[src/fch_pkg.sv]
package fch_pkg;
   // Command addresses, word mode and byte mode
   localparam logic [11:0] ADR_W_FIRST = 12'h555;
   localparam logic [11:0] ADR_W_SECOND = 12'h2AA;
   localparam logic [11:0] ADR_B_FIRST = 12'hAAA;
   localparam logic [11:0] ADR_B_SECOND = 12'h555;
   // Command data values
   localparam logic [7:0] DAT_UNLOCK1 = 8'hAA;
   localparam logic [7:0] DAT_UNLOCK2 = 8'h55;
   localparam logic [7:0] DAT_RESET = 8'hF0;
   localparam logic [7:0] DAT_PROGRAM = 8'hA0;
   localparam logic [7:0] DAT_BYPASS = 8'h20;
   localparam logic [7:0] DAT_AUTOSEL = 8'h90;
   localparam logic [7:0] DAT_BYP_EXIT = 8'h00;
   localparam logic [7:0] DAT_ERASE_SETUP = 8'h80;
   localparam logic [7:0] DAT_CHIP_ERASE = 8'h10;
   localparam logic [7:0] DAT_SECTOR_ERASE = 8'h30;
   localparam logic [7:0] DAT_SUSPEND = 8'hB0;
   localparam logic [7:0] DAT_RESUME = 8'h30;
   // Autoselect read offsets
   localparam logic [11:0] ID_MAKER_OFS = 12'h000;
   localparam logic [11:0] ID_DEV_W_OFS = 12'h001;
   localparam logic [11:0] ID_DEV_B_OFS = 12'h002;
   localparam logic [11:0] ID_PROT_W_OFS = 12'h002;
   localparam logic [11:0] ID_PROT_B_OFS = 12'h004;
   // Sector field of the word address
   localparam int SECTOR_LSB = 12;
   localparam int SECTOR_BITS = 7;
   // Bus cycle timing in mclk cycles
   localparam int T_SETUP_NS = 40;
   localparam int T_PULSE_NS = 80;
   localparam int T_HOLD_NS = 40;
   localparam int CLK_NS = 4;
   localparam int SETUP_CYC = (T_SETUP_NS + CLK_NS - 1) / CLK_NS;
   localparam int PULSE_CYC = (T_PULSE_NS + CLK_NS - 1) / CLK_NS;
   localparam int HOLD_CYC = (T_HOLD_NS + CLK_NS - 1) / CLK_NS;
   localparam int CNT_W = 6;
   // Host commands
   typedef enum logic [3:0] {
      FCH_OP_READ = 4'h0,
      FCH_OP_RESET = 4'h1,
      FCH_OP_PROGRAM = 4'h2,
      FCH_OP_BYP_ENTER = 4'h3,
      FCH_OP_BYP_PROGRAM = 4'h4,
      FCH_OP_BYP_EXIT = 4'h5,
      FCH_OP_CHIP_ERASE = 4'h6,
      FCH_OP_SECTOR_ERASE = 4'h7,
      FCH_OP_SUSPEND = 4'h8,
      FCH_OP_RESUME = 4'h9,
      FCH_OP_AUTOSEL = 4'hA,
      FCH_OP_ID_MAKER = 4'hB,
      FCH_OP_ID_DEVICE = 4'hC,
      FCH_OP_ID_PROTECT = 4'hD
   } fch_op_t;
   // Bus cycle phases, Gray along the usual path
   typedef enum logic [1:0] {
      FCH_PH_IDLE = 2'b00,
      FCH_PH_SETUP = 2'b01,
      FCH_PH_PULSE = 2'b11,
      FCH_PH_HOLD = 2'b10
   } fch_phase_t;
endpackage : fch_pkg

[src/fch_host.sv]
// Notes on behaviour
// - Reset is F0 at any address
// - Program: 555/AA, 2AA/55, 555/A0, location/value
// - Byte mode uses AAA and 555 instead
// - Bypass enter, A0-program, 90/00 exit
// - Chip erase: six writes ending 555/10
// - Sector erase: sixth write sector/30
// - B0 suspends sector erase, 30 resumes
// - Autoselect left only by reset
// - After timeout bit, host writes reset
// - Unlock pair plus 90 enters autoselect
// - Address at later fall, data earlier rise
// - Byte pin selects byte or word bus
module fch_host #(
   parameter int ADDR_W = 19,
   parameter int DATA_W = 16
) (
   input wire logic mclk,
   input wire logic rst_n,
   input wire logic cmd_valid,
   input wire logic [3:0] cmd_op,
   input wire logic [ADDR_W-1:0] cmd_addr,
   input wire logic [DATA_W-1:0] cmd_data,
   input wire logic byte_mode,
   output logic cmd_ready_q,
   output logic rsp_valid_q,
   output logic [DATA_W-1:0] rsp_data_q,
   output logic [ADDR_W-1:0] fl_addr_q,
   input wire logic [DATA_W-1:0] fl_dq_in,
   output logic [DATA_W-1:0] fl_dq_out_q,
   output logic fl_dq_oe_q,
   output logic fl_ce_n_q,
   output logic fl_we_n_q,
   output logic fl_oe_n_q,
   output logic fl_byte_n_q
);
   initial begin
      if (ADDR_W < 19 || DATA_W != 16) begin
         $error("fch_host: ADDR_W must be at least 19 and DATA_W 16");
      end
   end

   ////////////////////////////////////////////////////////////////////////
   // Command to write list

   localparam int MAX_STEPS = 6;
   localparam int CNT_W = fch_pkg::CNT_W;

   logic [ADDR_W-1:0] st_addr_q [MAX_STEPS];
   logic [7:0] st_data_q [MAX_STEPS];
   logic [2:0] st_count_q;
   logic [2:0] st_idx_q;
   logic st_read_q;
   logic st_last_data_wide_q;
   logic [DATA_W-1:0] st_wide_q;
   fch_pkg::fch_phase_t phase_q;
   logic [CNT_W-1:0] cnt_q;
   logic [2:0] sync_q;
   logic [DATA_W-1:0] dq_s1_q;
   logic [DATA_W-1:0] dq_s2_q;
   logic [DATA_W-1:0] dq_s3_q;
   logic [DATA_W-1:0] dq_agree_q;

   // Unlock address in the current bus width
   function automatic logic [ADDR_W-1:0] unl_adr(input logic first, input logic bmode);
      logic [11:0] a;
      a = bmode ? (first ? fch_pkg::ADR_B_FIRST : fch_pkg::ADR_B_SECOND)
                : (first ? fch_pkg::ADR_W_FIRST : fch_pkg::ADR_W_SECOND);
      unl_adr = {{(ADDR_W-12){1'b0}}, a};
   endfunction : unl_adr

   // Sector address with a low offset, only the sector field above the offset kept
   function automatic logic [ADDR_W-1:0] sec_adr(input logic [ADDR_W-1:0] a, input logic [11:0] ofs);
      logic [ADDR_W-1:0] r;
      r = '0;
      r[fch_pkg::SECTOR_LSB +: fch_pkg::SECTOR_BITS] = a[fch_pkg::SECTOR_LSB +: fch_pkg::SECTOR_BITS];
      r[11:0] = ofs;
      sec_adr = r;
   endfunction : sec_adr

   logic start;
   assign start = cmd_valid && cmd_ready_q;

   // Load the write list for an accepted command
   always_ff @(posedge mclk or negedge rst_n) begin
      if (!rst_n) begin
         st_count_q <= 3'h0;
         st_read_q <= 1'b0;
         st_last_data_wide_q <= 1'b0;
         st_wide_q <= 16'h0000;
         fl_byte_n_q <= 1'b1;
         for (int i = 0; i < MAX_STEPS; i++) begin
            st_addr_q[i] <= '0;
            st_data_q[i] <= 8'h00;
         end
      end else if (start) begin
         fl_byte_n_q <= !byte_mode;
         st_read_q <= 1'b0;
         st_last_data_wide_q <= 1'b0;
         st_wide_q <= cmd_data;
         st_addr_q[0] <= unl_adr(1'b1, byte_mode);
         st_data_q[0] <= fch_pkg::DAT_UNLOCK1;
         st_addr_q[1] <= unl_adr(1'b0, byte_mode);
         st_data_q[1] <= fch_pkg::DAT_UNLOCK2;
         st_addr_q[2] <= unl_adr(1'b1, byte_mode);
         st_addr_q[3] <= unl_adr(1'b1, byte_mode);
         st_data_q[3] <= fch_pkg::DAT_UNLOCK1;
         st_addr_q[4] <= unl_adr(1'b0, byte_mode);
         st_data_q[4] <= fch_pkg::DAT_UNLOCK2;
         st_addr_q[5] <= unl_adr(1'b1, byte_mode);
         case (fch_pkg::fch_op_t'(cmd_op))
            fch_pkg::FCH_OP_READ: begin
               st_count_q <= 3'h1;
               st_read_q <= 1'b1;
               st_addr_q[0] <= cmd_addr;
            end
            fch_pkg::FCH_OP_RESET: begin
               st_count_q <= 3'h1;
               st_addr_q[0] <= cmd_addr;
               st_data_q[0] <= fch_pkg::DAT_RESET;
            end
            fch_pkg::FCH_OP_PROGRAM: begin
               st_count_q <= 3'h4;
               st_data_q[2] <= fch_pkg::DAT_PROGRAM;
               st_addr_q[3] <= cmd_addr;
               st_last_data_wide_q <= 1'b1;
            end
            fch_pkg::FCH_OP_BYP_ENTER: begin
               st_count_q <= 3'h3;
               st_data_q[2] <= fch_pkg::DAT_BYPASS;
            end
            fch_pkg::FCH_OP_BYP_PROGRAM: begin
               st_count_q <= 3'h2;
               st_addr_q[0] <= cmd_addr;
               st_data_q[0] <= fch_pkg::DAT_PROGRAM;
               st_addr_q[1] <= cmd_addr;
               st_last_data_wide_q <= 1'b1;
            end
            fch_pkg::FCH_OP_BYP_EXIT: begin
               st_count_q <= 3'h2;
               st_addr_q[0] <= cmd_addr;
               st_data_q[0] <= fch_pkg::DAT_AUTOSEL;
               st_addr_q[1] <= cmd_addr;
               st_data_q[1] <= fch_pkg::DAT_BYP_EXIT;
            end
            fch_pkg::FCH_OP_CHIP_ERASE: begin
               st_count_q <= 3'h6;
               st_data_q[2] <= fch_pkg::DAT_ERASE_SETUP;
               st_data_q[5] <= fch_pkg::DAT_CHIP_ERASE;
            end
            fch_pkg::FCH_OP_SECTOR_ERASE: begin
               st_count_q <= 3'h6;
               st_data_q[2] <= fch_pkg::DAT_ERASE_SETUP;
               st_addr_q[5] <= sec_adr(cmd_addr, 12'h000);
               st_data_q[5] <= fch_pkg::DAT_SECTOR_ERASE;
            end
            fch_pkg::FCH_OP_SUSPEND: begin
               st_count_q <= 3'h1;
               st_addr_q[0] <= cmd_addr;
               st_data_q[0] <= fch_pkg::DAT_SUSPEND;
            end
            fch_pkg::FCH_OP_RESUME: begin
               st_count_q <= 3'h1;
               st_addr_q[0] <= cmd_addr;
               st_data_q[0] <= fch_pkg::DAT_RESUME;
            end
            fch_pkg::FCH_OP_AUTOSEL: begin
               st_count_q <= 3'h3;
               st_data_q[2] <= fch_pkg::DAT_AUTOSEL;
            end
            fch_pkg::FCH_OP_ID_MAKER: begin
               st_count_q <= 3'h1;
               st_read_q <= 1'b1;
               st_addr_q[0] <= {{(ADDR_W-12){1'b0}}, fch_pkg::ID_MAKER_OFS};
            end
            fch_pkg::FCH_OP_ID_DEVICE: begin
               st_count_q <= 3'h1;
               st_read_q <= 1'b1;
               st_addr_q[0] <= {{(ADDR_W-12){1'b0}},
                                byte_mode ? fch_pkg::ID_DEV_B_OFS : fch_pkg::ID_DEV_W_OFS};
            end
            fch_pkg::FCH_OP_ID_PROTECT: begin
               st_count_q <= 3'h1;
               st_read_q <= 1'b1;
               st_addr_q[0] <= sec_adr(cmd_addr,
                                       byte_mode ? fch_pkg::ID_PROT_B_OFS : fch_pkg::ID_PROT_W_OFS);
            end
            default: begin
               st_count_q <= 3'h0;
            end
         endcase
      end
   end

   ////////////////////////////////////////////////////////////////////////
   // Bus cycle sequencer

   logic last_step;
   assign last_step = (st_idx_q == st_count_q - 3'h1);
   logic done;
   assign done = (phase_q == fch_pkg::FCH_PH_HOLD) && (cnt_q == '0) && last_step;

   // address before strobe falls, data held past rise
   always_ff @(posedge mclk or negedge rst_n) begin
      if (!rst_n) begin
         phase_q <= fch_pkg::FCH_PH_IDLE;
         cnt_q <= '0;
         st_idx_q <= 3'h0;
         cmd_ready_q <= 1'b1;
      end else begin
         case (phase_q)
            fch_pkg::FCH_PH_IDLE: begin
               if (start) begin
                  cmd_ready_q <= 1'b0;
                  st_idx_q <= 3'h0;
                  // Unknown op yields a zero-length list
                  if (cmd_op > 4'hD) begin
                     cmd_ready_q <= 1'b1;
                  end else begin
                     phase_q <= fch_pkg::FCH_PH_SETUP;
                     cnt_q <= CNT_W'(fch_pkg::SETUP_CYC - 1);
                  end
               end
            end
            fch_pkg::FCH_PH_SETUP: begin
               if (cnt_q == '0) begin
                  phase_q <= fch_pkg::FCH_PH_PULSE;
                  cnt_q <= CNT_W'(fch_pkg::PULSE_CYC - 1);
               end else begin
                  cnt_q <= cnt_q - 1'b1;
               end
            end
            fch_pkg::FCH_PH_PULSE: begin
               if (cnt_q == '0) begin
                  phase_q <= fch_pkg::FCH_PH_HOLD;
                  cnt_q <= CNT_W'(fch_pkg::HOLD_CYC - 1);
               end else begin
                  cnt_q <= cnt_q - 1'b1;
               end
            end
            fch_pkg::FCH_PH_HOLD: begin
               if (cnt_q != '0) begin
                  cnt_q <= cnt_q - 1'b1;
               end else if (last_step) begin
                  phase_q <= fch_pkg::FCH_PH_IDLE;
                  cmd_ready_q <= 1'b1;
               end else begin
                  st_idx_q <= st_idx_q + 3'h1;
                  phase_q <= fch_pkg::FCH_PH_SETUP;
                  cnt_q <= CNT_W'(fch_pkg::SETUP_CYC - 1);
               end
            end
            default: begin
               phase_q <= fch_pkg::FCH_PH_IDLE;
               cmd_ready_q <= 1'b1;
            end
         endcase
      end
   end

   ////////////////////////////////////////////////////////////////////////
   // Pins

   logic active;
   assign active = (phase_q != fch_pkg::FCH_PH_IDLE);

   always_ff @(posedge mclk or negedge rst_n) begin
      if (!rst_n) begin
         fl_addr_q <= '0;
         fl_dq_out_q <= 16'h0000;
         fl_dq_oe_q <= 1'b0;
         fl_ce_n_q <= 1'b1;
         fl_we_n_q <= 1'b1;
         fl_oe_n_q <= 1'b1;
      end else begin
         fl_addr_q <= st_addr_q[st_idx_q];
         fl_dq_out_q <= (last_step && st_last_data_wide_q) ? st_wide_q : {8'h00, st_data_q[st_idx_q]};
         // Select drops with ready rising; it asserts one cycle after ready falls
         fl_ce_n_q <= !active || done;
         fl_we_n_q <= !(phase_q == fch_pkg::FCH_PH_PULSE && !st_read_q);
         fl_oe_n_q <= !(phase_q == fch_pkg::FCH_PH_PULSE && st_read_q);
         fl_dq_oe_q <= active && !st_read_q;
      end
   end

   // Read data crosses in from the pins
   always_ff @(posedge mclk or negedge rst_n) begin
      if (!rst_n) begin
         dq_s1_q <= 16'h0000;
         dq_s2_q <= 16'h0000;
         dq_s3_q <= 16'h0000;
         dq_agree_q <= 16'h0000;
      end else begin
         dq_s1_q <= fl_dq_in;
         dq_s2_q <= dq_s1_q;
         dq_s3_q <= dq_s2_q;
         // A bit moves only once the last two stages agree
         dq_agree_q <= (dq_s2_q & dq_s3_q) | (dq_agree_q & (dq_s2_q | dq_s3_q));
      end
   end

   // Sample at the end of the read strobe; after it the bus is released
   always_ff @(posedge mclk or negedge rst_n) begin
      if (!rst_n) begin
         rsp_valid_q <= 1'b0;
         rsp_data_q <= 16'h0000;
      end else begin
         rsp_valid_q <= 1'b0;
         if (st_read_q && phase_q == fch_pkg::FCH_PH_PULSE && cnt_q == '0) begin
            rsp_valid_q <= 1'b1;
            rsp_data_q <= fl_byte_n_q ? dq_agree_q : {8'h00, dq_agree_q[7:0]};
         end
      end
   end
endmodule : fch_host

[config.mk]
export PLATFORM = sky130hd
export DESIGN_NAME = fch_host
export DESIGN_NICKNAME = d
export VERILOG_FILES = /design/src/fch_pkg.sv /design/src/fch_host.sv
export SDC_FILE = /design/constraint.sdc
export NUM_CORES = 1
export LEC_CHECK = 0
export ABC_AREA = 1
export ABC_CLOCK_PERIOD_IN_PS = 1500
export BUFFER_PORTS_ARGS = -buffer_cell sky130_fd_sc_hd__buf_2
export CORE_AREA = 2 2 120 181
export DETAILED_ROUTE_END_ITERATION = 10
export DIE_AREA = 0 0 122 183
export PLACE_DENSITY = 0.66
export SYNTH_ARGS = -nofsm -noshare
export SYNTH_HDL_FRONTEND = slang
export SYNTH_SLANG_ARGS = --single-unit
[constraint.sdc]
create_clock -name mclk -period 1.5 [get_ports mclk]
set_clock_uncertainty 0.15 [all_clocks]
set_input_delay 0.225 -clock mclk [delete_from_list [all_inputs] [get_ports mclk]]
set_output_delay 0.225 -clock mclk [all_outputs]
set_load 0.1 [all_outputs]
==> results by group, run 1 <==
Power
  • Share of power burned in registers: 45.9%
  • Peak supply drop: 0.000841 V
  • Power Density: 1110 nW/µm²
  • Leakage: 6.51 nW
  • Sw Share: 27.2%
  • Logic pwr share: 15.8%
  • Internal power: 11.1 mW
  • Switch Pwr: 4.14 mW
  • Clock Power Share: 38.3%

Logic synthesis
  • Combinational family with the most area after synthesis: simple AND/OR/NAND/NOR gates
  • Sequential area share after synthesis: 63.6%
  • Simple-gate share of the synthesized area: 17.3%
  • Post-synth top area share: 62.2%
  • Synth Instances: 919
  • Adder-Cell Fraction of Synth Area: 2.28%
  • Synth Flop Type: dfrtp_1
  • Cell taking the most area after synthesis: dfrtp_1
  • Synth Area in Compound Gates: 11.0%
  • Synth Register Bits: 234
  • Synth Area per Inst: 10.0 µm²
  • Mux contribution to synthesized area: 0%
  • Count of cell types in the netlist: 41
  • Area contributors post-synth: dfrtp_1 62%, nand2_1 11%, o21ai_0 4.6%, inv_1 3.0%, nand3_1 2.0%
  • Synthesized area: 9210 µm²
  • Ys Warns: 0
  • FFs w/ async S/R, synth: 100%
  • Post-synth EDFFs: 0
  • Post-Synth XOR/XNOR Area: 0.285%
  • Syn_nets: 982

STA
  • Slew Limit Headroom: 75.0%
  • Hold WS: 7.63 ps
  • Final setup vio count: 133
  • RSZ-0062 raised after global routing: yes
  • Fmax: 564 MHz
  • Worst Max-Slew Pin Slew: 375 ps
  • Tmin final: 1770 ps
  • Final Worst Setup Slack: -274 ps
  • Slew Limit Fails: 0
  • Fin. Hold Viols: 0
  • Crit share post-route: 118%

Cells and area
  • # fillers: 1565
  • Layout cells sized above 1: 35.4%
  • Multi-input gate area: 3430 µm²
  • N_diodes: 0
  • Register area: 5870 µm²
  • Final instance area: 13700 µm²
  • Final net count: 1257
  • Layout area overhead: 48.9%

Floorplanning
  • Initial core utilization: 44.4%
  • Die Y: 183 µm
  • Die area: 22300 µm²
  • # rows: 65
  • Die width: 122 µm
  • I/O Pins: 117
  • Core area: 20700 µm²

CTS
  • Longest Clk Path Bufs: 3
  • CTS tree: yes
  • Clk slew on worst S/H paths: 60 ps
  • Depth of the CTS H-tree: 1
  • Total CTS buffers: 23
  • Root Driver: clkbuf_16
  • Clk_lat worst skew: 510 ps
  • CTS Sinks: 234

Drt
  • DRT Pass-1 Iters: 4
  • Vias per std cell: 5.07
  • # DRC: 0
  • Iter 0 DRT Violations: 308
  • Remaining antenna violation count: 0
  • Drt total wl: 24.9 mm
  • Wire per inst: 16.8 µm
  • Via count: 7501

GRT
  • Initial antenna violation count: 0
  • Largest net degree at the start of global routing: 61
  • Number of global-route vias before repair: 7815
  • Global router's overall resource usage: 22.4%
  • Global route total overflow: 0
  • First-pass GRT wire length: 39.5 mm

Setup path
  • Setup CP Type: reg -> out
  • Worst Path Arrival: 1400 ps
  • Crit end category: output port
  • WP data required: 1120 ps
  • Crit-path max FO: 2
  • Reg2Reg Depth: 7
  • Crit start category: flop

Outcome
  • Status: finished with violations
  • Failing checks: negative setup slack

Min path
  • Hold path depth: 4
  • Hold Crit Class: in -> reg

Job
  • Maxcap violations: 0

Place
  • Final HPWL from detailed placement: 15.7 mm
  • RePlAce Congestion: 0.892
  • Placed Area: 10900 µm²
  • Pre-CTS WS: -136 ps
  • Count of port buffers added during placement: 116
[power groups by stage]
stage | clock, mW | sequential, mW | combinational (mW)
after detailed placement | 0 | 7.04 | 1.87
after global routing | 6.21 | 7.01 | 2.57
final | 5.82 | 6.97 | 2.40
after floorplan | 0 | 7.62 | 0.639
after global placement | 0 | 7.03 | 1.84
after CTS | 5.92 | 6.95 | 2.27
[worst max-delay path: stages, from the launching register on]
cell	delay, ps
dfstp_4	620
buf_6	110
buf_12	160
[worst paths after layout]
kind / from / to / slack [ps]
worst max-delay path: cmd_ready_q / cmd_ready_q / -270
worst min-delay path: cmd_op[2] / st_data_q[28] / 8
worst max register to register: cmd_ready_q / st_addr_q[48] / -240
worst min register to register: dq_s1_q[9] / dq_s2_q[9] / 200
max in group asynchronous: rst_n / st_addr_q[105] / 540
min in group asynchronous: rst_n / rsp_data_q[9] / 50
[synth_stat cells (2+ instances only)]
| cell | count |
|---|---|
| nand4_1 | 4 |
| buf_1 | 4 |
| o21ai_1 | 7 |
| nor2_8 | 2 |
| o2111ai_1 | 2 |
| or2_2 | 2 |
| o221ai_1 | 13 |
| dfstp_2 | 5 |
| inv_1 | 74 |
| o211ai_1 | 6 |
| buf_2 | 14 |
| nand3_4 | 2 |
| o22ai_1 | 23 |
| nor2_2 | 13 |
| nand2_4 | 3 |
| nand2_1 | 260 |
| buf_6 | 4 |
| nand3_1 | 36 |
| dfrtp_1 | 229 |
| xor2_1 | 2 |
| a211oi_1 | 2 |
| ha_1 | 4 |
| inv_2 | 11 |
| o21ai_0 | 84 |
| o21ai_2 | 4 |
| nor2_1 | 40 |
| maj3_1 | 16 |
| a21oi_2 | 2 |
| clkbuf_1 | 8 |
| a21oi_1 | 25 |
| nand2_2 | 5 |
| buf_4 | 2 |
| a31oi_1 | 3 |
[sequential cells by signal (all words and copies together) (netlist names), 2 cells and up]
name and cells:
dq_s1_q 16, dq_s2_q 16, st_data_q 12, st_idx_q 3, st_wide_q 16, st_count_q 3, st_addr_q 68, dq_agree_q 16
fl_dq_out_q 16, phase_q 2, cnt_q 6, fl_addr_q 19, dq_s3_q 16, rsp_data_q 16
[metrics by stage]
| stage | util [%] | power (mW) | cells | TNS [ps] |
|---|---|---|---|---|
| 6_report | 66.1 | 15.2 | 1479 | -18150 |
| 5_1_grt | 66.1 | 15.8 | 1479 | -26560 |
| 4_1_cts | 63.4 | 15.1 | 1474 | -19150 |
| 3_5_place_dp | 52.5 | 8.91 | 1360 | -7920 |
| 3_3_place_gp | 52.5 | 8.87 | 1360 | -5060 |
| 2_1_floorplan | - | 8.26 | 919 | -9860 |
[cells in the final DEF, fill, tap and decap left out, types with 5 or more instances in the layout]
cell	count
a21oi_1	12
a21oi_2	12
buf_12	35
buf_16	5
buf_2	57
buf_4	69
buf_6	47
buf_8	13
clkbuf_1	5
clkbuf_16	24
clkbuf_8	5
dfrtp_1	227
dlygate4sd3_1	56
inv_1	65
inv_2	13
inv_4	5
maj3_1	16
nand2_1	212
nand2_2	43
nand2_4	11
nand3_1	31
nand3_2	5
nor2_1	34
nor2_2	5
nor2_4	15
o211ai_1	6
o21ai_0	33
o21ai_1	46
o21ai_2	10
o21ai_4	6
o221ai_1	7
o221ai_2	6
o22ai_1	14
o22ai_2	9
[layout make-up]
class                   instances  area share [%]
repair buffers                283            21.5
flip-flops and latches        234            42.8
inverters                      86            2.59
well taps                     268            2.44
clock buffers                  33            4.83
multi-input cells             566            25.0
clock inverters                 9           0.766
[repair_timing]
action / in CTS / in global routing
hold buffers: 56 / 0
pin swaps: 22 / 32
buffers inserted: 10 / 4
gates cloned: 6 / 1
endpoints found under the hold margin: 329 / 0
gates resized for setup: 215 / 159
setup endpoints to repair: 173 / 192
[layer usage]
layer,up-vias,wire length (µm),track usage (%)
li1,3550,-,-
met1,3697,9690,26.9
met2,197,13400,40.3
met3,57,930,2.74
met4,0,840,9.43
met5,-,0,0
[cells by family after synthesis]
family | after synthesis
adder cells (fa/ha/maj) | 20
flip-flops | 234
buffers and inverters | 119
AO/OA/AOI/OAI | 174
XOR/XNOR | 3
AND/OR/NAND/NOR | 369
Note: power is estimated with default switching activity, not from simulation.
==> inputs of run 2 (changes only) <==
- CORE_AREA: 2 2 120 181 -> 2 2 147 220
- DIE_AREA: 0 0 122 183 -> 0 0 149 222
- PLACE_DENSITY: 0.66 -> not set
==> results by group, run 2 (synthesized netlist as in run 1, its figures left out) <==
Cells and area
  • Layout cells sized above 1: 37.8% (was 35.4%)
  • Final net count: 1290 (was 1257)
  • Layout area overhead: 57.5% (was 48.9%)
  • Most frequent cells in the layout: 226 x dfrtp_1, 205 x nand2_1, 103 x buf_4 (was 227 x dfrtp_1, 212 x nand2_1, 69 x buf_4)
  • Biggest regs: st_addr_q x68, fl_addr_q x19 (unchanged)
  • Final instance area: 14500 µm² (was 13700 µm²)
  • Final core utilization: 46.8% (was 66.1%)
  • Max reg flops: 68 (unchanged)
  • # fillers: 2800 (was 1565)
  • Commonest non-fill, non-tap cell in the layout: dfrtp_1 (unchanged)
  • N_diodes: 0 (unchanged)
  • Reg with most FFs: st_addr_q (unchanged)
  • Fin cells: 1650 (was 1479)

Drt
  • Remaining antenna violation count: 0 (unchanged)
  • Wire per inst: 15.7 µm (was 16.8 µm)
  • Iter 0 DRT Violations: 390 (was 308)
  • # DRC: 0 (unchanged)
  • Via count: 7572 (was 7501)
  • Drt total wl: 26.0 mm (was 24.9 mm)
  • DRT Pass-1 Iters: 5 (was 4)
  • Vias per std cell: 4.59 (was 5.07)

Setup path
  • Cell Chain, Critical Path: buf_4, nand2_8, buf_12, buf_4, o21ai_4, o21ai_1, o21ai_0 (was buf_6, buf_12)
  • Crit end category: flop (was output port)
  • Most frequent CP cell: buf_4
  • Crit start category: flop (unchanged)
  • CP max stage delay: 620 ps (about the same)
  • Slowest stage cell, crit path: dfstp_4 (unchanged)
  • Setup CP Type: reg -> reg (was reg -> out)
  • Crit-path max FO: 7 (was 2)
  • CP top delay family: flip-flops (unchanged)
  • WP data required: 1770 ps (was 1120 ps)
  • WP buf/inv: 3 (was 2)
  • Worst reg2reg setup slack: -300 ps (was -240 ps)
  • Worst Path Arrival: 2070 ps (was 1400 ps)

Place
  • Cells after DPL: 1513 (was 1360)
  • Count of port buffers added during placement: 116 (unchanged)
  • Placed Area: 11300 µm² (was 10900 µm²)
  • Final HPWL from detailed placement: 16.9 mm (was 15.7 mm)
  • RePlAce Congestion: 0.869 (was 0.892)
  • Pre-CTS WS: -380 ps (was -136 ps)

GRT
  • Largest net degree at the start of global routing: 68 (was 61)
  • Global router's overall resource usage: 15.3% (was 22.4%)
  • Most Used Layer, Global Route: met2 (unchanged)
  • Met3 usage: 2.33% (was 2.74%)
  • First-pass GRT wire length: 40.5 mm (was 39.5 mm)
  • Initial antenna violation count: 0 (unchanged)
  • Global route total overflow: 0 (unchanged)
  • Number of global-route vias before repair: 7880 (was 7815)
  • Met1 GRT Util: 17.4% (was 26.9%)
  • Met2 usage: 28.2% (was 40.3%)

Power
  • Peak supply drop: 0.000745 V (was 0.000841 V)
  • Power Density: 1140 nW/µm² (was 1110 nW/µm²)
  • Leakage: 6.83 nW (was 6.51 nW)

Floorplanning
  • Die Y: 222 µm (was 183 µm)
  • # rows: 79 (was 65)
  • Core area: 31000 µm² (was 20700 µm²)
  • I/O Pins: 117 (unchanged)
  • Die area: 33100 µm² (was 22300 µm²)
  • Die width: 149 µm (was 122 µm)
  • Initial core utilization: 29.7% (was 44.4%)

CTS
  • Total CTS buffers: 24 (was 23)
  • Clk slew on worst S/H paths: 70 ps (was 60 ps)
  • Root Driver: clkbuf_16 (unchanged)
  • CTS tree: yes (unchanged)
  • Longest Clk Path Bufs: 3 (unchanged)
  • Depth of the CTS H-tree: 1 (unchanged)
  • Clk_lat worst skew: 520 ps (was 510 ps)
  • CTS Sinks: 234 (unchanged)

STA
  • RSZ-0062 raised after global routing: yes (unchanged)
  • Tmin final: 1800 ps (was 1770 ps)
  • Fmax: 557 MHz (was 564 MHz)
  • Hold WS: 12.8 ps (was 7.63 ps)
  • Crit share post-route: 120% (was 118%)
  • Final setup vio count: 140 (was 133)
  • Worst Max-Slew Pin Slew: 670 ps (was 375 ps)
  • Fin. Hold Viols: 0 (unchanged)
  • Final Worst Setup Slack: -295 ps (was -274 ps)
  • Slew Limit Fails: 0 (unchanged)
  • Slew Limit Headroom: 55.3% (was 75.0%)

Outcome
  • Failing checks: negative setup slack (unchanged)
  • Status: finished with violations (unchanged)

Min path
  • Hold Crit Class: in -> reg (unchanged)

Job
  • Maxcap violations: 0 (unchanged)
==> run 2: cell count changes in the layout (fill, tap and decap cells not counted), sizes merged <==
cell and delta:
clkbuf -2, buf +28, clkinvlp +1, bufinv +5, bufbuf +1, dlygate4sd3 -1, dlymetal6s4s +2, inv +1
clkinv -1
==> run 2: final timing paths <==
path,from,to,cells past startpoint
worst min-delay path,cmd_op[3],st_data_q[28],5
worst max-delay path,cmd_ready_q,st_addr_q[81],7
max in group asynchronous,rst_n,dq_s1_q[8],3
worst max register to register,cmd_ready_q,st_addr_q[81],7
worst min register to register,dq_s1_q[10],dq_s2_q[10],0
min in group asynchronous,rst_n,phase_q[1],3
==> run 2: worst min-delay path: cells and delay by family <==
family | cells | cell delay (ps)
AND/OR/NAND/NOR | 2 | 130
AO/OA/AOI/OAI | 1 | 70
buffers and inverters | 2 | 200
==> run 2: final cells by class <==
type | instances | area, µm² | area share [%]
well taps | 405 | 507 | 3.49
repair buffers | 315 | 3370 | 23.2
multi-input cells | 566 | 3460 | 23.8
inverters | 86 | 363 | 2.50
flip-flops and latches | 234 | 5870 | 40.5
clock buffers | 29 | 671 | 4.62
clock inverters | 15 | 273 | 1.88
==> run 2: repair_timing <==
action	in CTS	in global routing
endpoints found under the hold margin	334	0
setup endpoints to repair	188	229
gates resized for setup	251	140
hold buffers	57	0
pin swaps	27	25
gates cloned	4	3
setup buffers	15	15
==> run 2: metal layers <==
metal | vias up | routed length, µm
li1 | 3624 | -
met1 | 3709 | 10000
met2 | 188 | 14000
met3 | 51 | 1160
met4 | 0 | 814
met5 | - | 0
==> run 2: through the flow <==
stage	power [mW]	TNS, ps
floorplan	8.26	-9860
global placement	8.99	-7620
detailed placement	9.02	-11350
CTS	16.5	-20320
global route	17.2	-27280
finish	16.5	-18210
==> run 2: power by group <==
group / internal, mW / switching (mW) / total [mW]
Clock: 4.43 / 2.60 / 7.02
Sequential: 6.74 / 0.243 / 6.98
Combinational: 0.992 / 1.54 / 2.53
==> inputs of run 3 (changes only) <==
- CORE_AREA: 2 2 147 220 -> 2 2 179 181
- DIE_AREA: 0 0 149 222 -> 0 0 181 183
==> results by group, run 3 (synthesized netlist as in run 1, its figures left out) <==
Outcome
  • Status: finished with violations (unchanged)
  • Failing checks: negative setup slack (unchanged)

STA
  • Tmin final: 1780 ps (was 1800 ps)
  • Fin. Hold Viols: 0 (unchanged)
  • Fmax: 562 MHz (was 557 MHz)
  • Worst Max-Slew Pin Slew: 404 ps (was 670 ps)
  • Hold WS: 25.6 ps (was 12.8 ps)
  • Crit share post-route: 119% (was 120%)
  • Slew Limit Headroom: 73.1% (was 55.3%)
  • Final Worst Setup Slack: -279 ps (was -295 ps)
  • Slew Limit Fails: 0 (unchanged)
  • RSZ-0062 raised after global routing: yes (unchanged)
  • Final setup vio count: 139 (was 140)

Job
  • Maxcap violations: 0 (unchanged)

CTS
  • CTS Sinks: 234 (unchanged)
  • Depth of the CTS H-tree: 1 (unchanged)
  • Longest Clk Path Bufs: 3 (unchanged)
  • Root Driver: clkbuf_16 (unchanged)
  • Total CTS buffers: 25 (was 24)
  • Clk slew on worst S/H paths: 60 ps (was 70 ps)
  • Clk_lat worst skew: 520 ps (about the same)
  • CTS tree: yes (unchanged)

Cells and area
  • Layout cells sized above 1: 34.8% (was 37.8%)
  • Final net count: 1277 (was 1290)
  • Final core utilization: 45.5% (was 46.8%)
  • Most frequent cells in the layout: 228 x dfrtp_1, 227 x nand2_1, 88 x buf_4 (was 226 x dfrtp_1, 205 x nand2_1, 103 x buf_4)
  • Layout area overhead: 54.2% (was 57.5%)
  • Max reg flops: 68 (unchanged)
  • Reg with most FFs: st_addr_q (unchanged)
  • Biggest regs: st_addr_q x68, fl_addr_q x19 (unchanged)
  • Final instance area: 14200 µm² (was 14500 µm²)
  • Commonest non-fill, non-tap cell in the layout: dfrtp_1 (unchanged)
  • # fillers: 2861 (was 2800)
  • N_diodes: 0 (unchanged)

Min path
  • Hold Crit Class: in -> reg (unchanged)

Floorplanning
  • Die area: 33100 µm² (about the same)
  • I/O Pins: 117 (unchanged)
  • Core area: 31200 µm² (was 31000 µm²)
  • Initial core utilization: 29.5% (was 29.7%)
  • # rows: 65 (was 79)
  • Die Y: 183 µm (was 222 µm)
  • Die width: 181 µm (was 149 µm)

Drt
  • DRT Pass-1 Iters: 5 (unchanged)
  • Via count: 7469 (was 7572)
  • Remaining antenna violation count: 0 (unchanged)
  • Iter 0 DRT Violations: 457 (was 390)
  • # DRC: 0 (unchanged)
  • Vias per std cell: 4.57 (was 4.59)
  • Wire per inst: 15.3 µm (was 15.7 µm)
  • Drt total wl: 25.0 mm (was 26.0 mm)

Setup path
  • WP buf/inv: 2 (was 3)
  • CP top delay family: flip-flops (unchanged)
  • WP data required: 1120 ps (was 1770 ps)
  • Worst reg2reg setup slack: -260 ps (was -300 ps)
  • Slowest stage cell, crit path: dfstp_4 (unchanged)
  • Crit end category: output port (was flop)
  • Crit start category: flop (unchanged)
  • Setup CP Type: reg -> out (was reg -> reg)
  • Crit-path max FO: 2 (was 7)
  • Cell Chain, Critical Path: buf_6, buf_12 (was buf_4, nand2_8, buf_12, buf_4, o21ai_4, o21ai_1, o21ai_0)
  • CP max stage delay: 620 ps (about the same)
  • Worst Path Arrival: 1400 ps (was 2070 ps)

Place
  • Final HPWL from detailed placement: 16.1 mm (was 16.9 mm)
  • Placed Area: 11200 µm² (was 11300 µm²)
  • Count of port buffers added during placement: 116 (unchanged)
  • RePlAce Congestion: 0.847 (was 0.869)
  • Pre-CTS WS: -150 ps (was -380 ps)

GRT
  • Initial antenna violation count: 1 (was 0)
  • Number of global-route vias before repair: 7681 (was 7880)
  • First-pass GRT wire length: 40.0 mm (was 40.5 mm)
  • Largest net degree at the start of global routing: 43 (was 68)
  • Global router's overall resource usage: 15.0% (was 15.3%)
  • Global route total overflow: 0 (unchanged)

Power
  • Power Density: 1100 nW/µm² (was 1140 nW/µm²)
  • Peak supply drop: 0.000743 V (was 0.000745 V)
  • Leakage: 6.70 nW (was 6.83 nW)
  • Total power: 15.6 mW (was 16.5 mW)
run 3: cell count changes in the layout (fill, tap and decap cells not counted), sizes merged, moves of 2 or more:
| cell | change |
|---|---|
| bufinv | -5 |
| clkinv | +5 |
| inv | -2 |
| dlymetal6s4s | -2 |
| buf | -15 |
| bufbuf | +5 |
run 3: worst reg2reg max path, stage by stage, from the launching register on:
cell and delay, ps:
dfstp_4 620, buf_4 130, nand2_8 80, buf_4 140, buf_4 130, o21ai_4 190
nand2_4 100, nand2_1 80, nand2_1 40
run 3: layer usage:
| layer | vias up | wire length, µm | global-route usage, % |
|---|---|---|---|
| li1 | 3612 | - | - |
| met4 | 2 | 541 | 5.01 |
| met1 | 3644 | 11100 | 19.5 |
| met2 | 172 | 12200 | 25.2 |
| met3 | 39 | 1200 | 2.66 |
| met5 | - | 7 | 0 |
run 3: worst paths after layout:
kind	start	cells past startpoint	end
worst max-delay path	cmd_ready_q	2	cmd_ready_q
worst min-delay path	cmd_op[3]	5	st_data_q[28]
worst max register to register	cmd_ready_q	8	cnt_q[1]
worst min register to register	dq_s1_q[4]	0	dq_s2_q[4]
max in group asynchronous	rst_n	3	fl_byte_n_q
min in group asynchronous	rst_n	2	st_addr_q[86]
run 3: final cells by class:
cell class	instances	area, µm²	share of cell area, %
Clock buffer	32	692	4.87
Inverter	86	355	2.50
Tap cell	402	503	3.54
Multi-Input combinational cell	566	3370	23.7
Timing Repair Buffer	301	3290	23.1
Sequential cell	234	5870	41.3
Clock inverter	13	128	0.899
run 3: what timing repair did:
| item | CTS | global route |
|---|---|---|
| hold endpoints to repair | 332 | 0 |
| pin swaps | 23 | 14 |
| gates resized for setup | 206 | 126 |
| cloned | 10 | 0 |
| setup buffers | 13 | 12 |
| setup endpoints to repair | 194 | 197 |
| hold buffers | 56 | 0 |
run 3: report_power, final:
group / switching (mW) / leakage, nW / total [mW] / internal, mW
clock: 2.53 / 0.405 / 6.14 / 3.61
sequential: 0.230 / 2.89 / 6.97 / 6.74
combinational: 1.50 / 3.41 / 2.49 / 0.987
total: 4.26 / 6.70 / 15.6 / 11.3
run 3: through the flow:
step | setup TNS [ps] | instances
final | -20980 | 1634
after global routing | -29880 | 1634
after CTS | -20540 | 1623
after detailed placement | -8730 | 1499
after global placement | -5960 | 1499
after floorplan | -9860 | 919
